**src/verilog/xcvr_dir_pkg.sv**
```systemverilog
/*
  shared constants and types for the rs-485 transceiver direction control.
  assumes the uart register bus uses 3-bit offsets and 8-bit data.
*/
package xcvr_dir_pkg;

  localparam logic [2:0] MODE_SELECT_OFFSET = 3'h7;
  localparam logic [7:0] MODE_SELECT_RESET  = 8'h00;
  localparam logic [7:0] RDATA_IDLE         = 8'h00;
  localparam int         MODE_LSB           = 0;
  localparam int         MODE_WIDTH         = 2;

  localparam logic [1:0] CODE_FOUR_WIRE     = 2'h0;
  localparam logic [1:0] CODE_DTR_ECHO      = 2'h1;
  localparam logic [1:0] CODE_DTR_CTRL      = 2'h2;
  localparam logic [1:0] CODE_TX_AUTO       = 2'h3;

  typedef enum logic [1:0] {
    MODE_FOUR_WIRE,
    MODE_DTR_ECHO,
    MODE_DTR_CTRL,
    MODE_TX_AUTO
  } xcvr_mode_e;

  typedef struct packed {
    logic drv_en;
    logic rcv_en;
  } line_en_s;

endpackage
```
**src/verilog/rs485_transceiver_direction_ctrl.sv**
```systemverilog
/*
  rs-485 driver and receiver enable control beside a uart.
  assumes the uart register bus is synchronous to mclk, and that the dtr and
  transmit-ready inputs come straight from the uart core on the same clock.
*/
`timescale 1ns/1ps

module rs485_transceiver_direction_ctrl
  import xcvr_dir_pkg::*;
(
  input  wire logic       mclk,                 // 20 mhz clock
  input  wire logic       rst_n,                // synchronous reset
  input  wire logic [2:0] reg_addr,             // register offset
  input  wire logic       reg_wr,               // write strobe
  input  wire logic       reg_rd,               // read strobe
  input  wire logic [7:0] reg_wdata,            // write data
  output logic      [7:0] reg_rdata,            // read data
  input  wire logic       uart_dtr_n,           // uart dtr output
  input  wire logic       uart_tx_slot_ready_n, // uart transmit-ready output
  output logic            line_drv_en,          // line driver enable
  output logic            line_rcv_en           // line receiver enable
);

  ////////////////////////////////////////////////////////////////////////////
  // register access

  logic [7:0] transceiver_mode_select;
  logic [7:0] next_rdata;
  wire        sel_mode = (reg_addr == MODE_SELECT_OFFSET);

  always_ff @(posedge mclk) begin
    if (!rst_n) begin
      transceiver_mode_select <= MODE_SELECT_RESET;
    end else if (reg_wr && sel_mode) begin
      transceiver_mode_select <= reg_wdata;
    end
  end

  assign next_rdata = (reg_rd && sel_mode) ? transceiver_mode_select : RDATA_IDLE;

  always_ff @(posedge mclk) begin
    if (!rst_n) begin
      reg_rdata <= RDATA_IDLE;
    end else begin
      reg_rdata <= next_rdata;
    end
  end

  ////////////////////////////////////////////////////////////////////////////
  // mode decode and gating

  function automatic xcvr_mode_e decode_mode(input logic [7:0] b);
    logic [1:0] c;
    c = b[MODE_LSB +: MODE_WIDTH];
    unique case (c)
      CODE_FOUR_WIRE: decode_mode = MODE_FOUR_WIRE;
      CODE_DTR_ECHO:  decode_mode = MODE_DTR_ECHO;
      CODE_DTR_CTRL:  decode_mode = MODE_DTR_CTRL;
      CODE_TX_AUTO:   decode_mode = MODE_TX_AUTO;
    endcase
  endfunction

  xcvr_mode_e mode;
  line_en_s   next_en;
  wire        dtr_on = !uart_dtr_n;
  wire        txr_on = !uart_tx_slot_ready_n;

  assign mode = decode_mode(transceiver_mode_select);

  always_comb begin
    next_en = '{drv_en: 1'b1, rcv_en: 1'b1};
    unique case (mode)
      MODE_FOUR_WIRE: next_en = '{drv_en: 1'b1, rcv_en: 1'b1};
      MODE_DTR_ECHO:  next_en = '{drv_en: !dtr_on, rcv_en: 1'b1};
      MODE_DTR_CTRL:  next_en = '{drv_en: !dtr_on, rcv_en: dtr_on};
      MODE_TX_AUTO:   next_en = '{drv_en: txr_on, rcv_en: !txr_on};
    endcase
  end

  // gating follows the inputs with no added delay; the uart sets dtr
  assign line_drv_en = next_en.drv_en;
  assign line_rcv_en = next_en.rcv_en;
endmodule

```
**config.mk**
```make
export PLATFORM = sky130hd
export DESIGN_NAME = rs485_transceiver_direction_ctrl
export DESIGN_NICKNAME = d
export VERILOG_FILES = /design/src/verilog/xcvr_dir_pkg.sv /design/src/verilog/rs485_transceiver_direction_ctrl.sv
export SDC_FILE = /design/constraint.sdc
export NUM_CORES = 1
export LEC_CHECK = 0
export BUFFER_PORTS_ARGS = -buffer_cell sky130_fd_sc_hd__buf_4
export CORE_MARGIN = 5
export CORE_UTILIZATION = 35
export CTS_CLUSTER_SIZE = 28
export DETAILED_ROUTE_END_ITERATION = 10
export PLACE_DENSITY = 0.59
export SLEW_MARGIN = 20
export SYNTH_ARGS = -nofsm -noshare
export SYNTH_HDL_FRONTEND = slang
export SYNTH_SLANG_ARGS = --single-unit
```
**constraint.sdc**
```tcl
create_clock -name mclk -period 1.95 [get_ports mclk]
set_input_delay 0.195 -clock mclk [delete_from_list [all_inputs] [get_ports mclk]]
set_output_delay 0.195 -clock mclk [all_outputs]
set_load 0.01 [all_outputs]
```
==> results by group <==
Run status
  • Status: completed

Clocking
  • Num CTS Buffers: 3
  • Post-CTS setup buffer count: 0
  • Clock transition at path regs: 80 ps
  • # hold bufs at CTS: 0
  • CTS max path bufs: 2
  • H-tree depth: 1
  • Sink Count: 16
  • Skew-Pair Late Insertion Delay: around 270 ps
  • Root Driver: clkbuf_4
  • CTS tree: yes
  • CTS resizes: 0

Power and ir drop
  • Clk pwr share: around 29%
  • Switch Pwr: 107 uW
  • Pleak: 0.340 nW
  • VDD IR-drop max: about 0.46 mV
  • Switching share of power: about a fifth
  • PwrDens: about 640 nW/um^2
  • Pwr Total: ~540 uW
  • Sequential power share: 61.8%
  • Comb pwr share: under 10%
  • Int Power: ~430 uW

Worst setup path
  • Setup crit end kind: primary output
  • Critical path's slowest cell: dfxtp_1
  • WS Path Type: register to primary output
  • Worst-path maximum fanout: 6
  • CP cell instances: or2b_1 > a31oi_1 > buf_4
  • Required @ worst endpoint: between 1500 and 2000 ps
  • Startpoint types: register
  • CP max stage delay: roughly 390 ps
  • WP data arrival: between 1000 and 1500 ps
  • CP delay by family, top: flip-flops
  • CP bufs+invs: 1

Global route
  • First-pass GRT wire length: between 1500 and 2000 um
  • GR Overflow Total: 0
  • Total track usage: under 10%
  • Vias in the first global route: 434
  • Initial antenna violation count: 0
  • Largest net degree at the start of global routing: 18

Placed design
  • Placed cell area: between 800 and 900 um^2
  • Pre-CTS WS: about 850 ps
  • DP Cell Count: 117
  • Buffers added on ports: 26
  • Dpl hpwl: just over 900 um
  • Routability Congestion: 0.722

Yosys
  • Mean area per synthesized cell: 9.07 um^2
  • Syn_nets: 86
  • Register area share after synthesis: 51.2%
  • FF+latch count, synth: 16
  • Synth cell types: 15
  • Synthesized cell area: about 630 um^2
  • Post-Synthesis Cells: 69
  • Syn. warnings: 0

Timing
  • Fmax: 0.714 GHz
  • Tightest Pin Transition: 271 ps
  • RSZ-0062 raised after global routing: no
  • Hold WS: roughly 170 ps
  • Relative slew slack: 81.9%
  • Clock skew: between 9 and 10 ps
  • Tmin final: around 1400 ps
  • Crit share post-route: 71.8%
  • Final setup violation count: 0
  • Setup tns final: 0 ps
  • Final Hold Viols: 0
  • Max-slew violations: 0
  • Post-route setup slack: approximately 550 ps

Route
  • DR vias/cell: 4.03
  • Pre-antenna DRT Iters: 2
  • Wirelength, routed: between 1000 and 1500 um
  • DRC viols: 0
  • DRT iter0 DRCs: 4
  • DR vias: slightly below 500
  • Drt wl/cell: 9.54 um
  • Antenna Nets Post-Route: 0

Floorplan
  • Core ar.: ~1700 um^2
  • Die Y: about 52 um
  • I/O Pins: 27
  • Die area: 2730 um^2
  • Initial core utilization: 36.6%
  • Die Wd: approximately 52 um
  • FP Rows: 15

Final layout
  • Finished Layout Cells: 120
  • Fin area: around 840 um^2
  • Share of layout cells above drive strength 1: 31.6%
  • Final cell utilization of the core: roughly half
  • Antenna diode count: 0
  • Area grow syn2layout: 35.0%
  • Nets: around 110
  • Fillers: approximately 190

Job
  • Max Cap Viol: 0

Worst hold path
  • Worst Hold Class: input port to register
-- area by class of cell --
type	instances	area (um^2)	area share, %
inverter	8	30.0	3.56
timing repair buffer	26	195	23.1
clock buffer	3	22.5	2.67
multi-input combinational	42	245	29.0
tap	25	31.3	3.70
sequential	16	320	37.9
-- per-layer routing --
| layer | vias up | global-route usage [%] | share of wire [%] |
|---|---|---|---|
| li1 | 272 | - | - |
| met1 | 196 | 12.1 | 48 |
| met2 | 13 | 13.8 | 45 |
| met3 | 2 | 4.27 | 4.0 |
| met4 | 0 | 5.11 | 2.4 |
| met5 | - | 0 | 0 |
-- worst paths after layout --
| path | start | endpoint | slack, ps | depth (start not counted) |
|---|---|---|---|---|
| max reg2reg | transceiver_mode_select[0]$_SDFFE_PN0P_ | reg_rdata[0]$_SDFF_PN0_ | 1210 | 2 |
| max | transceiver_mode_select[1]$_SDFFE_PN0P_ | line_drv_en | 550 | 3 |
| min reg2reg | transceiver_mode_select[7]$_SDFFE_PN0P_ | reg_rdata[7]$_SDFF_PN0_ | 450 | 2 |
| min | reg_wdata[0] | transceiver_mode_select[0]$_SDFFE_PN0P_ | 170 | 3 |
-- synth_stat cells --
library cell,n,share of area [%]
or2b_1,1,1.2
nor2b_1,2,2.0
nor3b_1,1,1.2
a31oi_1,1,1.0
nor3_1,8,6.4
inv_1,8,4.8
o21ai_0,1,0.80
nand2_1,17,10
buf_8,1,2.4
nand2b_1,1,1.0
dfxtp_1,16,51
mux2i_1,8,13
and4_4,1,1.8
buf_4,2,2.4
nand3_1,1,0.80
-- cells in the final DEF (no fill, tap or decap) --
master and count:
dfxtp_1 16, clkbuf_4 3, buf_4 26, mux2i_1 8
nor3b_1 1, or2b_1 1, nor3_1 8, a31oi_1 1
and4_4 1, nand2_1 17, nand2b_1 1, o21ai_0 1
nor2b_1 2, inv_1 8, nand3_1 1
-- power groups by stage --
stage / clock, mW / sequential [mW] / combinational (mW)
floorplan: 0 / 0.340 / 0.0256
global route: 0.194 / 0.334 / 0.0567
detailed placement: 0 / 0.340 / 0.0518
global placement: 0 / 0.340 / 0.0514
CTS: 0.164 / 0.333 / 0.0519
finish: 0.155 / 0.333 / 0.0514
-- worst reg2reg max path, cell delays in order, from the launching register on --
cell and delay (ps):
dfxtp_1 420, inv_1 70, nor3_1 170
-- logic make-up (layout without fill, tap and decap cells) --
| family | after synthesis | after routing | synth area share [%] |
|---|---|---|---|
| simple gates | 32 | 32 | 24.6 |
| compound gates | 2 | 2 | 1.80 |
| buf+inv | 11 | 37 | 9.60 |
| flops | 16 | 16 | 51.2 |
| mux | 8 | 8 | 12.8 |
-- state kept, by name (all words and copies together), names as in the netlist --
register,count
transceiver_mode_select,8
reg_rdata,8
(Power assumes the default switching activity.)
